**src/design/fswp_defs.svh**
```systemverilog
// Function
// - Busy flag at S0 during program, erase, status write
// - While busy, only status read is answered
// - Busy clears when the operation completes
// - Write latch flag at S1 set by write enable
// - Write latch cleared at reset, disable, executed writes
// - Three guard bits at S4..S2, status write only
// - Guard bits leave reset at zero
// - Guard bits locked when lock bit and pin low
// - Selector zero guards top, one guards bottom
// - Selector resets zero, needs write enable, same lock
// - Reserved bit S6 always reads zero
// - Lock bit at S7 resets zero, pin ignored then
// - Lock bit one: pin low rejects, high accepts
// - Four megabit range decode table
// - Two megabit range decode, top guard bit ignored
// - One megabit range decode
// - Select fall starts, opcode MSB first on rise
// - Writes abandoned unless select rises on byte boundary
// - Maker and device codes for identification opcodes
// - Opcode 06h sets the write latch
// - Status read repeats MSB first until deselect
// - Lock pin is active low
`ifndef FSWP_DEFS_SVH
`define FSWP_DEFS_SVH

// ----------------------------------------------------------------------
// Instruction codes.
// ----------------------------------------------------------------------
`define FSWP_OPC_WREN 8'h06
`define FSWP_OPC_WRDI 8'h04
`define FSWP_OPC_RDSR 8'h05
`define FSWP_OPC_WRSR 8'h01
`define FSWP_OPC_PROG 8'h02
`define FSWP_OPC_SE 8'h20
`define FSWP_OPC_BE32 8'h52
`define FSWP_OPC_BE64 8'hD8
`define FSWP_OPC_CE1 8'hC7
`define FSWP_OPC_CE2 8'h60
`define FSWP_OPC_DEVID 8'hAB
`define FSWP_OPC_MFID 8'h90
`define FSWP_OPC_MFID2 8'h92
`define FSWP_OPC_JEDEC 8'h9F

// ----------------------------------------------------------------------
// Status byte field positions and reset values.
// ----------------------------------------------------------------------
`define FSWP_S_BUSY 0
`define FSWP_S_WEL 1
`define FSWP_S_GLO 2
`define FSWP_S_GHI 4
`define FSWP_S_TB 5
`define FSWP_S_RSV 6
`define FSWP_S_LOCK 7
`define FSWP_GUARD_RST 3'h0
`define FSWP_TB_RST 1'h0
`define FSWP_LOCK_RST 1'h0

// ----------------------------------------------------------------------
// Density straps and identification codes (code values are arbitrary).
// ----------------------------------------------------------------------
`define FSWP_DEN_1M 2'h0
`define FSWP_DEN_2M 2'h1
`define FSWP_DEN_4M 2'h2
`define FSWP_MAKER_CODE 8'h5A
`define FSWP_DEV_1M 8'hA1
`define FSWP_DEV_2M 8'hA2
`define FSWP_DEV_4M 8'hA3
`define FSWP_JDEV_1M 16'hC0A1
`define FSWP_JDEV_2M 16'hC0A2
`define FSWP_JDEV_4M 16'hC0A3

// ----------------------------------------------------------------------
// Busy times in ns and their cycle counts at the core clock.
// ----------------------------------------------------------------------
`define FSWP_CLK_NS 10
`define FSWP_TW_NS 10000
`define FSWP_TPP_NS 5000
`define FSWP_TE_NS 40000
`define FSWP_TW_CYC ((`FSWP_TW_NS + `FSWP_CLK_NS - 1) / `FSWP_CLK_NS)
`define FSWP_TPP_CYC ((`FSWP_TPP_NS + `FSWP_CLK_NS - 1) / `FSWP_CLK_NS)
`define FSWP_TE_CYC ((`FSWP_TE_NS + `FSWP_CLK_NS - 1) / `FSWP_CLK_NS)

`endif

```
**src/design/fswp_pkg.sv**
```systemverilog
// ----------------------------------------------------------------------
// Types shared by the status and protection logic.
// ----------------------------------------------------------------------
package fswp_pkg;

   // Kind of array operation handed to the array controller.
   typedef enum logic [1:0] {
      FSWP_ARR_PROG,
      FSWP_ARR_SECT,
      FSWP_ARR_BLOCK,
      FSWP_ARR_CHIP
   } fswp_arr_t;

   // State of the block except the reset release, registered in one place.
   typedef struct packed {
      logic csN1;
      logic csN2;
      logic csN3;
      logic sck1;
      logic sck2;
      logic sck3;
      logic din1;
      logic din2;
      logic lock1;
      logic lock2;
      logic [1:0] den1;
      logic [1:0] den2;
      logic [2:0] bitPos;
      logic [3:0] byteNum;
      logic [7:0] shiftIn;
      logic [7:0] opcode;
      logic [23:0] addr;
      logic [7:0] wrData;
      logic busy;
      logic write_latch_flag;
      logic [2:0] guard;
      logic guardEnd;
      logic lockBit;
      logic [11:0] busyCnt;
      logic dataOut;
      logic dataOutEn;
      logic arrayGo;
      fswp_arr_t arrayOp;
      logic [23:0] arrayAddr;
   } fswp_state_t;

endpackage

```
**src/design/fswp_status_protect.sv**
```systemverilog
`timescale 1ns/10ps
`include "fswp_defs.svh"

module fswp_status_protect
   import fswp_pkg::*;
(
   input wire logic core_clk,
   input wire logic rst_n,
   input wire logic clkEn,
   input wire logic spiClk,
   input wire logic chipSelN,
   input wire logic serialIoLine,
   input wire logic lockPinN,
   input wire logic [1:0] densitySel,
   output logic dataOut,
   output logic dataOutEn,
   output logic [7:0] statusByte,
   output logic arrayGo,
   output fswp_arr_t arrayOp,
   output logic [23:0] arrayAddr
);

   // ----------------------------------------------------------------------
   // Reset release and state storage.
   // ----------------------------------------------------------------------
   logic [1:0] rstSync; // Release path for the outside reset.
   logic rstLocalN; // Reset copy used by all other state.
   fswp_state_t s; // Registered state.
   fswp_state_t next_s; // Next value of the state.

   // Helper terms, all decoded from registered state.
   logic selected; // Chip select seen low after synchronising.
   logic csFall; // Start of an instruction.
   logic csRise; // End of an instruction.
   logic sckRise; // Sampling edge of the link clock.
   logic sckFall; // Shifting edge of the link clock.
   logic [7:0] byteVal; // Byte completed on this rising edge.
   logic wholeBytes; // Select rose after a whole number of bytes.
   logic locked; // Status writes are refused now.
   logic [8:0] rdSel; // Valid flag and byte to shift out.

   // The outside reset is released through two flip-flops so that the
   // release never lands near a clock edge of the main state.
   always_ff @(posedge core_clk or negedge rst_n) begin
      if (!rst_n) begin
         rstSync <= 2'h0;
      end else begin
         rstSync <= {rstSync[0], 1'b1};
      end
   end
   assign rstLocalN = rstSync[1];

   // ----------------------------------------------------------------------
   // Range decode.
   // ----------------------------------------------------------------------
   // Returns one when a 64KB block lies inside the guarded range. The block
   // number wraps at the density, as the array does for high addresses.
   function automatic logic fswpHit(input logic [1:0] den, input logic tb,
                                    input logic [2:0] bp, input logic [2:0] blkRaw);
      logic [3:0] total;
      logic [3:0] nBlk;
      logic [3:0] blk;
      total = 4'h8;
      nBlk = 4'h0;
      if (den == `FSWP_DEN_1M) begin
         total = 4'h2;
         nBlk = bp[1] ? 4'h2 : {3'h0, bp[0]};
      end else if (den == `FSWP_DEN_2M) begin
         total = 4'h4;
         unique case (bp[1:0]) // Top guard bit ignored.
            2'h0: nBlk = 4'h0;
            2'h1: nBlk = 4'h1;
            2'h2: nBlk = 4'h2;
            2'h3: nBlk = 4'h4;
         endcase
      end else begin
         unique casez (bp)
            3'b000: nBlk = 4'h0;
            3'b001: nBlk = 4'h1;
            3'b010: nBlk = 4'h2;
            3'b011: nBlk = 4'h4;
            3'b1??: nBlk = 4'h8;
         endcase
      end
      blk = {1'b0, blkRaw} & (total - 4'h1);
      // Selector zero grows from the top, one from the bottom.
      return tb ? (blk < nBlk) : (blk >= (total - nBlk));
   endfunction

   // ----------------------------------------------------------------------
   // Read data selection.
   // ----------------------------------------------------------------------
   // Picks the byte to shift for the byte now being clocked. Bit eight is
   // the valid flag; only the status read survives a busy cycle.
   function automatic logic [8:0] fswpRead(input logic [7:0] opc, input logic [3:0] num,
                                           input logic [7:0] stat, input logic [1:0] den,
                                           input logic bsy);
      logic [7:0] dev;
      logic [15:0] jdev;
      logic [3:0] idx;
      dev = (den == `FSWP_DEN_1M) ? `FSWP_DEV_1M :
            (den == `FSWP_DEN_2M) ? `FSWP_DEV_2M : `FSWP_DEV_4M;
      jdev = (den == `FSWP_DEN_1M) ? `FSWP_JDEV_1M :
             (den == `FSWP_DEN_2M) ? `FSWP_JDEV_2M : `FSWP_JDEV_4M;
      idx = num - 4'h4;
      fswpRead = 9'h000;
      if (num == 4'h0) begin
         fswpRead = 9'h000;
      end else if (opc == `FSWP_OPC_RDSR) begin
         fswpRead = {1'b1, stat}; // Repeats for every byte.
      end else if (bsy) begin
         fswpRead = 9'h000;
      end else if (opc == `FSWP_OPC_DEVID && num >= 4'h4) begin
         fswpRead = {1'b1, dev};
      end else if ((opc == `FSWP_OPC_MFID || opc == `FSWP_OPC_MFID2) && num >= 4'h4) begin
         fswpRead = {1'b1, idx[0] ? dev : `FSWP_MAKER_CODE};
      end else if (opc == `FSWP_OPC_JEDEC && num <= 4'h3) begin
         unique case (num[1:0])
            2'h1: fswpRead = {1'b1, `FSWP_MAKER_CODE};
            2'h2: fswpRead = {1'b1, jdev[15:8]};
            2'h3: fswpRead = {1'b1, jdev[7:0]};
            default: fswpRead = 9'h000;
         endcase
      end
   endfunction

   // ----------------------------------------------------------------------
   // Edge and condition decode.
   // ----------------------------------------------------------------------
   assign selected = !s.csN2;
   assign csFall = s.csN3 && !s.csN2;
   assign csRise = !s.csN3 && s.csN2;
   assign sckRise = selected && s.sck2 && !s.sck3;
   assign sckFall = selected && !s.sck2 && s.sck3;
   assign byteVal = {s.shiftIn[6:0], s.din2};
   assign wholeBytes = (s.byteNum != 4'h0) && (s.bitPos == 3'h0);
   // The pin only matters once the lock bit is set; pin low means locked.
   assign locked = s.lockBit && !s.lock2;
   // Reserved bit forced to zero here so no write can reach it.
   assign statusByte = {s.lockBit, 1'b0, s.guardEnd, s.guard, s.write_latch_flag, s.busy};
   assign rdSel = fswpRead(s.opcode, s.byteNum, statusByte, s.den2, s.busy);

   // ----------------------------------------------------------------------
   // Next-state logic.
   // ----------------------------------------------------------------------
   // All inputs from the link pass two flip-flops; only the second stage
   // and the edge history stage are read by the decode above.
   always_comb begin
      next_s = s;
      next_s.arrayGo = 1'b0;
      next_s.csN1 = chipSelN;
      next_s.csN2 = s.csN1;
      next_s.csN3 = s.csN2;
      next_s.sck1 = spiClk;
      next_s.sck2 = s.sck1;
      next_s.sck3 = s.sck2;
      next_s.din1 = serialIoLine;
      next_s.din2 = s.din1;
      next_s.lock1 = lockPinN;
      next_s.lock2 = s.lock1;
      next_s.den1 = densitySel;
      next_s.den2 = s.den1;

      // Busy countdown; the flag drops once the count is spent.
      if (s.busy) begin
         if (s.busyCnt == 12'h000) begin
            next_s.busy = 1'b0;
         end else begin
            next_s.busyCnt = s.busyCnt - 12'h001;
         end
      end

      if (csFall) begin
         // A new instruction always starts from its first bit.
         next_s.bitPos = 3'h0;
         next_s.byteNum = 4'h0;
         next_s.dataOutEn = 1'b0;
      end else if (sckRise) begin
         // Shift in MSB first; a finished byte lands by its position.
         next_s.shiftIn = byteVal;
         next_s.bitPos = s.bitPos + 3'h1;
         if (s.bitPos == 3'h7) begin
            if (s.byteNum != 4'hF) begin
               next_s.byteNum = s.byteNum + 4'h1;
            end
            unique case (s.byteNum)
               4'h0: next_s.opcode = byteVal;
               4'h1: begin
                  next_s.addr[23:16] = byteVal;
                  next_s.wrData = byteVal;
               end
               4'h2: next_s.addr[15:8] = byteVal;
               4'h3: next_s.addr[7:0] = byteVal;
               default: next_s.addr = s.addr;
            endcase
         end
      end else if (sckFall) begin
         // Output bits change on the falling edge for the byte in flight.
         next_s.dataOutEn = rdSel[8];
         next_s.dataOut = rdSel[~s.bitPos] & rdSel[8];
      end

      if (csRise) begin
         next_s.dataOutEn = 1'b0;
         // Partial bytes and any instruction during busy are dropped.
         if (wholeBytes && !s.busy) begin
            if (s.byteNum == 4'h1 && s.opcode == `FSWP_OPC_WREN) begin
               next_s.write_latch_flag = 1'b1;
            end else if (s.byteNum == 4'h1 && s.opcode == `FSWP_OPC_WRDI) begin
               next_s.write_latch_flag = 1'b0;
            end else if (s.byteNum == 4'h2 && s.opcode == `FSWP_OPC_WRSR &&
                         s.write_latch_flag && !locked) begin
               // Only this path writes the guard, selector and lock bits.
               next_s.guard = s.wrData[`FSWP_S_GHI:`FSWP_S_GLO];
               next_s.guardEnd = s.wrData[`FSWP_S_TB];
               next_s.lockBit = s.wrData[`FSWP_S_LOCK];
               next_s.write_latch_flag = 1'b0;
               next_s.busy = 1'b1;
               next_s.busyCnt = 12'(`FSWP_TW_CYC);
            end else if (s.write_latch_flag && s.byteNum >= 4'h4 &&
                         (s.opcode == `FSWP_OPC_PROG || s.opcode == `FSWP_OPC_SE ||
                          s.opcode == `FSWP_OPC_BE32 || s.opcode == `FSWP_OPC_BE64)) begin
               // A hit on the guarded range discards the request entirely.
               if (!fswpHit(s.den2, s.guardEnd, s.guard, s.addr[18:16])) begin
                  next_s.write_latch_flag = 1'b0;
                  next_s.busy = 1'b1;
                  next_s.arrayGo = 1'b1;
                  next_s.arrayAddr = s.addr;
                  if (s.opcode == `FSWP_OPC_PROG) begin
                     next_s.arrayOp = FSWP_ARR_PROG;
                     next_s.busyCnt = 12'(`FSWP_TPP_CYC);
                  end else begin
                     next_s.arrayOp = (s.opcode == `FSWP_OPC_SE) ? FSWP_ARR_SECT
                                                               : FSWP_ARR_BLOCK;
                     next_s.busyCnt = 12'(`FSWP_TE_CYC);
                  end
               end
            end else if (s.write_latch_flag && s.byteNum == 4'h1 &&
                         (s.opcode == `FSWP_OPC_CE1 || s.opcode == `FSWP_OPC_CE2)) begin
               // Chip erase is refused while any range is guarded.
               if (s.guard == `FSWP_GUARD_RST || (s.guard[1:0] == 2'h0 &&
                   (s.den2 == `FSWP_DEN_1M || s.den2 == `FSWP_DEN_2M))) begin
                  next_s.write_latch_flag = 1'b0;
                  next_s.busy = 1'b1;
                  next_s.arrayGo = 1'b1;
                  next_s.arrayOp = FSWP_ARR_CHIP;
                  next_s.arrayAddr = 24'h00_0000;
                  next_s.busyCnt = 12'(`FSWP_TE_CYC);
               end
            end
         end
      end
   end

   // ----------------------------------------------------------------------
   // State register.
   // ----------------------------------------------------------------------
   // Reset stands in for power-up; non-volatile bits take factory values.
   always_ff @(posedge core_clk or negedge rstLocalN) begin
      if (!rstLocalN) begin
         s <= '0;
         s.csN1 <= 1'b1;
         s.csN2 <= 1'b1;
         s.csN3 <= 1'b1;
         s.lock1 <= 1'b1;
         s.lock2 <= 1'b1;
         s.write_latch_flag <= 1'b0;
         s.guard <= `FSWP_GUARD_RST;
         s.guardEnd <= `FSWP_TB_RST;
         s.lockBit <= `FSWP_LOCK_RST;
      end else if (clkEn) begin
         s <= next_s;
      end
   end

   assign dataOut = s.dataOut;
   assign dataOutEn = s.dataOutEn;
   assign arrayGo = s.arrayGo;
   assign arrayOp = s.arrayOp;
   assign arrayAddr = s.arrayAddr;
endmodule // fswp_status_protect
```
**config.mk**
```make
export PLATFORM = sky130hd
export DESIGN_NAME = fswp_status_protect
export DESIGN_NICKNAME = d
export VERILOG_FILES = /design/src/design/fswp_pkg.sv /design/src/design/fswp_status_protect.sv
export VERILOG_INCLUDE_DIRS = /design/src /design/src/design
export SDC_FILE = /design/constraint.sdc
export NUM_CORES = 1
export LEC_CHECK = 0
export BUFFER_PORTS_ARGS = -buffer_cell sky130_fd_sc_hd__buf_2
export CELL_PAD_IN_SITES_DETAIL_PLACEMENT = 0
export CELL_PAD_IN_SITES_GLOBAL_PLACEMENT = 1
export CORE_MARGIN = 2
export CORE_UTILIZATION = 50
export CTS_BUF_LIST = sky130_fd_sc_hd__clkbuf_16
export CTS_CLUSTER_DIAMETER = 40
export DETAILED_ROUTE_END_ITERATION = 10
export GPL_TIMING_DRIVEN = 0
export PLACE_DENSITY_LB_ADDON = 0.1
export SYNTH_ARGS = -nofsm -noshare
export SYNTH_HDL_FRONTEND = slang
export SYNTH_SLANG_ARGS = --single-unit
```
**constraint.sdc**
```tcl
create_clock -name core_clk -period 7.2 [get_ports core_clk]
set_input_delay 0.72 -clock core_clk [delete_from_list [all_inputs] [get_ports core_clk]]
set_output_delay 0.72 -clock core_clk [all_outputs]
set_load 0.005 [all_outputs]
```
==> results.md, run 1 <==
- Clock Skew: 0.00746 ns
- Worst Setup End Kind: register
- Total power divided by cell area: 216 nW/um2
- DR vias: roughly 4300
- Starting density of the core: 51.8%
- TritonCTS Buffers: 9
- Vias/cell: between 5 and 6
- Mux contribution to synthesized area: between 10% and 20%
- Post-DP Area: around 6400 um2
- Clk slew on worst S/H paths: about 0.070 ns
- Root Driver: clkbuf_16
- Post-Place Cells: approximately 740
- Main combinational cell family by area after synthesis: compound AO/OA/AOI/OAI gates
- Drt pass-1 iters: 4
- Io pins: 46
- R2R Path Start: s[104]
- Non-Filler Instances: 755
- Chip Width: between 100 and 150 um
- Core area: 11600 um2
- Final wirelength: 13600 um
- Final hold vios: 0
- Initial antenna violation count: 0
- Detailed placement HPWL: 9980 um
- Worst r2r path cells: 14
- Largest fanout on the critical path: 10
- Final worst slack: 3.83 ns
- Ant. Diodes: 0
- Sw Ratio: 30.3%
- Post-Syn Area: 5990 um2
- Routed len/inst: 18.0 um
- Finish-stage setup viols: 0
- Setup_tns: 0 ns
- Sequential Power Share: between 50 and 60%
- Die height: 113 um
- Synth Area in Adders: roughly 4.0%
- Most common cell after layout, fill and taps aside: dfrtp_1
- Least-Margin Pin Slew: 0.713 ns
- Worst EP required: 7.47 ns
- Synth Net Count: 579
- DRC errors left: 0
- Psw: 437 uW
- Most frequent cells in the layout: dfrtp_1 (104), mux2_2 (55), buf_2 (48), nand2_1 (44), buf_4 (35)
- Number of global-route vias before repair: 4305
- Seq cells post-synth: 110
- Fraction of layout instances using a drive strength above 1: a little under a third
- Total chip power: 1.44 mW
- Hold Buf Count CTS: 0
- Synth Area in Compound Gates: 16.0%
- Buffers on Ports: 44
- IR drop worst, VDD: 0.220 mV
- Outcome: complete, no violations
- Worst skew pair latency: 0.35 ns
- Maxcap violations: 0
- CTS tree: done
- Clock power share: 32.0%
- Layout overhead on the synthesized area: 11.7%
- RSZ-0062 raised after global routing: false
- LEAKAGE: about 3.2 nW
- Syn avg cell area: 10.9 um2
- Finished Cell Area: 6690 um2
- HP Class: input pin to async pin
- Final GP Congestion: 0.878
- Max frequency: about 300 MHz
- First-pass GRT wire length: approximately 23000 um
- Post-synth EDFFs: 0
- # resized after CTS: 0
- Asr flop ratio synth: 100%
- Fin. max-slew vios: 0
- Synth Instances: between 500 and 600
- GRT overflow: 0
- Die area: 12900 um2
- Xor-xnor portion of the synthesized cell area: 0.585%
- Combinational power share: 16.0%
- CP startpoint kind: register
- Internal power: a little over 1 mW
- Routed Antenna Nets: 0
- Largest net degree at the start of global routing: 68
- GRT Total Usage: 22.5%
- Post-synthesis sequential area ratio: 46.0%
- Dpl ws: 3.90 ns
- Arrival time at the worst endpoint: approximately 3.6 ns
- Main synth FF type: dfrtp_1
- Post-synth cell types: 70
- Synthesis Warnings: 0
- Simple-gate area share of the yosys netlist: between 10 and 15%
- Drt first-iter violations: 191
- Num rows: 39
- CTS sink count: 110
- H-Tree Depth: 3
- Nets: roughly 640
- Critical path class: register to register
- Period utilization: 46.7%
- Clock buffer depth: 2
- Slew HR: 52.0%
- Setup bufs post-CTS: 0
- Critical Path Source: s[104]
- Period minus WS final: roughly 3.4 ns
[flip-flops by register name, indices dropped and copies added (netlist names)]
| signal | count |
|---|---|
| arrayAddr | 24 |
| byteVal | 8 |
| dataOutEn | 1 |
| statusByte | 7 |
| s | 56 |
| arrayGo | 1 |
| dataOut | 1 |
| arrayOp | 2 |
| rstSync | 2 |
| next_s | 8 |
[final cells by class]
class                   count  area, um2
fillers                   991       4870
inverters                  22       85.1
clock inverters             7       43.8
well taps                 143        179
flip-flops and latches    110       2760
clock buffers               9        225
repair buffers             45        248
plain buffers              53        399
multi-input cells         366       2750
[logic make-up after synthesis]
family,after synthesis
other,2
AOI/OAI and AO/OA,119
adders and majority gates,19
muxes,60
DFF,110
and+or+nand+nor,162
buffers and inverters,75
xor gates and xnor gates,4
[critical path, cell delays in order, from the launching register on]
cell      delay [ns]
dfrtp_1         0.49
or2_1           0.24
buf_2           0.16
nor2_1          0.12
a31oi_1         0.06
ha_1            0.30
inv_1           0.04
ha_1            0.26
a21o_1          0.11
a211oi_1        0.08
a21oi_2         0.44
a21oi_4         0.17
o21ai_4         0.37
buf_6           0.24
mux2i_1         0.20
[cells in the mapped netlist, types with 5 or more instances]
cell,count,area (um2)
nand3_1,17,85.1
ha_1,19,238
nor3_1,9,45.0
a211oi_1,6,45.0
nand2b_1,8,50.1
nand2_1,44,165
a22o_1,24,210
mux2i_1,5,50.1
nor2b_1,8,50.1
buf_4,35,263
nand4_1,5,31.3
a31oi_1,6,37.5
inv_1,21,78.8
and3_1,5,31.3
a21oi_1,10,50.1
and2_1,5,31.3
clkbuf_1,8,30.0
dfrtp_1,105,2630
mux2_2,55,619
nor2_1,31,116
dfstp_2,5,131
o21ai_0,26,130
[metrics by stage]
| stage | util [%] | hold WS (ns) |
|---|---|---|
| finish | 57.9 | 0.139 |
| global route | 57.9 | 0.119 |
| CTS | 57.9 | 0.125 |
| detailed placement | 55.5 | 0.340 |
| global placement | 55.3 | 0.340 |
| floorplan | - | 0.331 |
[power groups by stage]
stage / Combinational [mW] / Clock, mW / Sequential, mW
after floorplan: 0.176 / 0 / 0.734
after global placement: 0.214 / 0 / 0.767
after detailed placement: 0.229 / 0 / 0.763
after CTS: 0.231 / 0.475 / 0.751
after global routing: 0.261 / 0.498 / 0.762
final: 0.231 / 0.461 / 0.750
[final timing paths]
| check | endpoint | slack, ns |
|---|---|---|
| max in group asynchronous | statusByte[2] | 6.15 |
| setup / recovery | arrayOp[1] | 3.83 |
| min in group core_clk | rstSync[1] | 0.36 |
| hold reg to reg | byteVal[0] | 0.33 |
| hold / removal | rstSync[1] | 0.14 |
| setup reg to reg | arrayOp[1] | 3.83 |
[metal layers]
metal | global-route usage (%) | wire [um] | vias to the layer above
met4 | 4.72 | 89 | 0
li1 | - | - | 2075
met5 | 0 | 0 | -
met3 | 5.05 | 499 | 5
met2 | 37.0 | 6520 | 63
met1 | 31.0 | 6460 | 2143
(Power assumes the default switching activity.)
==> inputs of run 2 (changes only) <==
--- a/config.mk
+++ b/config.mk
@@ -10,7 +10,7 @@
 export CELL_PAD_IN_SITES_DETAIL_PLACEMENT = 0
 export CELL_PAD_IN_SITES_GLOBAL_PLACEMENT = 1
 export CORE_MARGIN = 2
-export CORE_UTILIZATION = 50
+export CORE_UTILIZATION = 44
 export CTS_BUF_LIST = sky130_fd_sc_hd__clkbuf_16
 export CTS_CLUSTER_DIAMETER = 40
 export DETAILED_ROUTE_END_ITERATION = 10
==> constraint.sdc (replaced) <==
create_clock -name core_clk -period 2.97 [get_ports core_clk]
set_input_delay 0.297 -clock core_clk [delete_from_list [all_inputs] [get_ports core_clk]]
set_output_delay 0.297 -clock core_clk [all_outputs]
set_load 0.005 [all_outputs]
==> run 2 against run 1 <==
Against the previous run: the run now ends with setup timing left; worst setup slack lost 3.8 ns; clock-buffer cell count is the same; final cell count grew 6.9%; global-route usage shrank 2.0 points; via count grew 2.9%; sequential power grew 150%; worst hold slack gained 0.039 ns; largest power group unchanged; critical path depth grew 1; clock skew grew 0.0036 ns; wire length grew 4.8%; highest routed layer unchanged.
==> results.md, run 2 (synthesis gave the netlist of run 1 again) <==
- Outcome: finished with violations
- Failing checks: setup timing
- Starting density of the core: 45.1%
- Max frequency: around 340 MHz
- Finish-stage setup viols: 7
- Routed len/inst: roughly 18 um
- Fin. max-slew vios: 0
- First-pass GRT wire length: about 23000 um
- Worst skew pair latency: around 0.35 ns
- Worst path max stage delay: 0.43 ns
- IR drop worst, VDD: 0.331 mV
- Detailed placement HPWL: 10000 um
- Least-Margin Pin Slew: 0.849 ns
- Final GP Congestion: approximately 0.9
- Num rows: 42
- Clock buffer depth: 2
- Ant. Diodes: 0
- Number of global-route vias before repair: approximately 4300
- Final worst slack: -0.00647 ns
- LEAKAGE: 3.38 nW
- Initial antenna violation count: 0
- Drt first-iter violations: 297
- Most frequent cells in the layout: dfrtp_1 (100), mux2_2 (55), buf_4 (52), buf_2 (47), nand2_1 (43)
- CTS tree: done
- RSZ-0062 raised after global routing: true
- Period minus WS final: roughly 3.0 ns
- Fraction of layout instances using a drive strength above 1: 36.1%
- CTS sink count: 110
- CP startpoint kind: register
- Total chip power: 3.56 mW
- Most common cell after layout, fill and taps aside: dfrtp_1
- Routed Antenna Nets: 0
- Arrival time at the worst endpoint: 3.21 ns
- H-Tree Depth: 3
- Worst Setup End Kind: register
- Clock Skew: about 0.011 ns
- Drt pass-1 iters: 4
- TritonCTS Buffers: 9
- Io pins: between 40 and 50
- DR vias: 4409
- Vias/cell: 5.46
- HP Class: input pin to register
- Nets: 654
- CP top delay family: compound AO/OA/AOI/OAI gates
- Root Driver: clkbuf_16
- GRT Total Usage: 20.5%
- Setup_tns: -0.0276 ns
- Die height: 121 um
- FF-to-FF setup slack: -0.006 ns
- Largest fanout on the critical path: 7
- Crit path buf inv count: 5
- GRT overflow: 0
- Biggest register: s
- DRC errors left: 0
- Core area: 13300 um2
- Largest net degree at the start of global routing: 72
- Slew HR: about 43%
- Buffers on Ports: 44
- Period utilization: 100%
- Largest register FFs: 56
- Layout overhead on the synthesized area: 17.8%
- Die area: roughly 15000 um2
- Critical path class: register to register
- Worst EP required: around 3.2 ns
- Slowest CP cell: dfrtp_2
- Critical Path, Cell by Cell: buf_6 -> a21oi_4 -> and2_4 -> inv_2 -> ha_4 -> inv_2 -> ha_4 -> a21o_1 -> a211oi_2 -> a21oi_2 -> a21oi_4 -> o21ai_4 -> buf_12 -> buf_6 -> a22o_1
- Maxcap violations: 0
- Total power divided by cell area: approximately 500 nW/um2
- Chip Width: between 100 and 150 um
- Final hold vios: 0
- Final wirelength: 14200 um
- Clk slew on worst S/H paths: 0.08 ns
## run 2: cell types whose count changed in the layout (fill, tap and decap cells not counted), moves of 3 or more
cell,delta
inv_1,-4
dfrtp_2,+4
ha_4,+3
buf_4,+17
ha_1,-3
clkbuf_1,-3
dfrtp_1,-4
## run 2: what timing repair did
item / CTS / global route
setup buffers: 16 / 4
cloned: 2 / 0
pin swaps: 14 / 9
hold buffers: 1 / 0
hold endpoints to repair: 2 / 0
resized for setup: 20 / 12
setup endpoints to repair: 40 / 37
## run 2: report_power, final
group | total (mW) | switching (mW) | internal (mW)
clock network | 1.13 | 0.554 | 0.573
registers | 1.84 | 0.216 | 1.62
logic | 0.594 | 0.312 | 0.282
## run 2: per-layer routing
metal	vias up	routed length, um	track usage (%)
met5	-	0	0
met4	0	100	4.00
met3	6	495	4.76
met2	88	6660	32.3
met1	2199	6970	29.1
li1	2116	-	-
## run 2: area by class of cell
cell class	instances	area, um2
fillers	1190	6230
multi-input cells	366	2860
flip-flops and latches	110	2770
repair buffers	68	472
plain buffers	49	387
clock buffers	9	225
well taps	176	220
inverters	22	85.1
clock inverters	7	48.8
## run 2: worst paths after layout
| path | startpoint | end | cells past startpoint |
|---|---|---|---|
| worst max-delay path | s[104] | arrayAddr[22] | 15 |
| worst min-delay path | serialIoLine | next_s[109] | 2 |
| worst max register to register | s[104] | arrayAddr[22] | 15 |
| worst min register to register | rstSync[1] | s[32] | 0 |
| max in group asynchronous | rstSync[1] | statusByte[2] | 1 |
| min in group asynchronous | rst_n | rstSync[1] | 2 |
## run 2: per-stage QoR
step | cells | instance area (um2) | worst slack [ns] | hold WS [ns] | utilization (%)
2_1_floorplan | 551 | 5990 | 0.0961 | 0.00141 | -
3_3_place_gp | 771 | 6430 | -0.364 | 0.0823 | 48.4
3_5_place_dp | 772 | 6460 | -0.381 | 0.0864 | 48.6
4_1_cts | 804 | 6990 | 0.00339 | 0.166 | 52.6
5_1_grt | 807 | 7060 | -0.150 | 0.167 | 53.1
6_report | 807 | 7060 | -0.00647 | 0.177 | 53.1
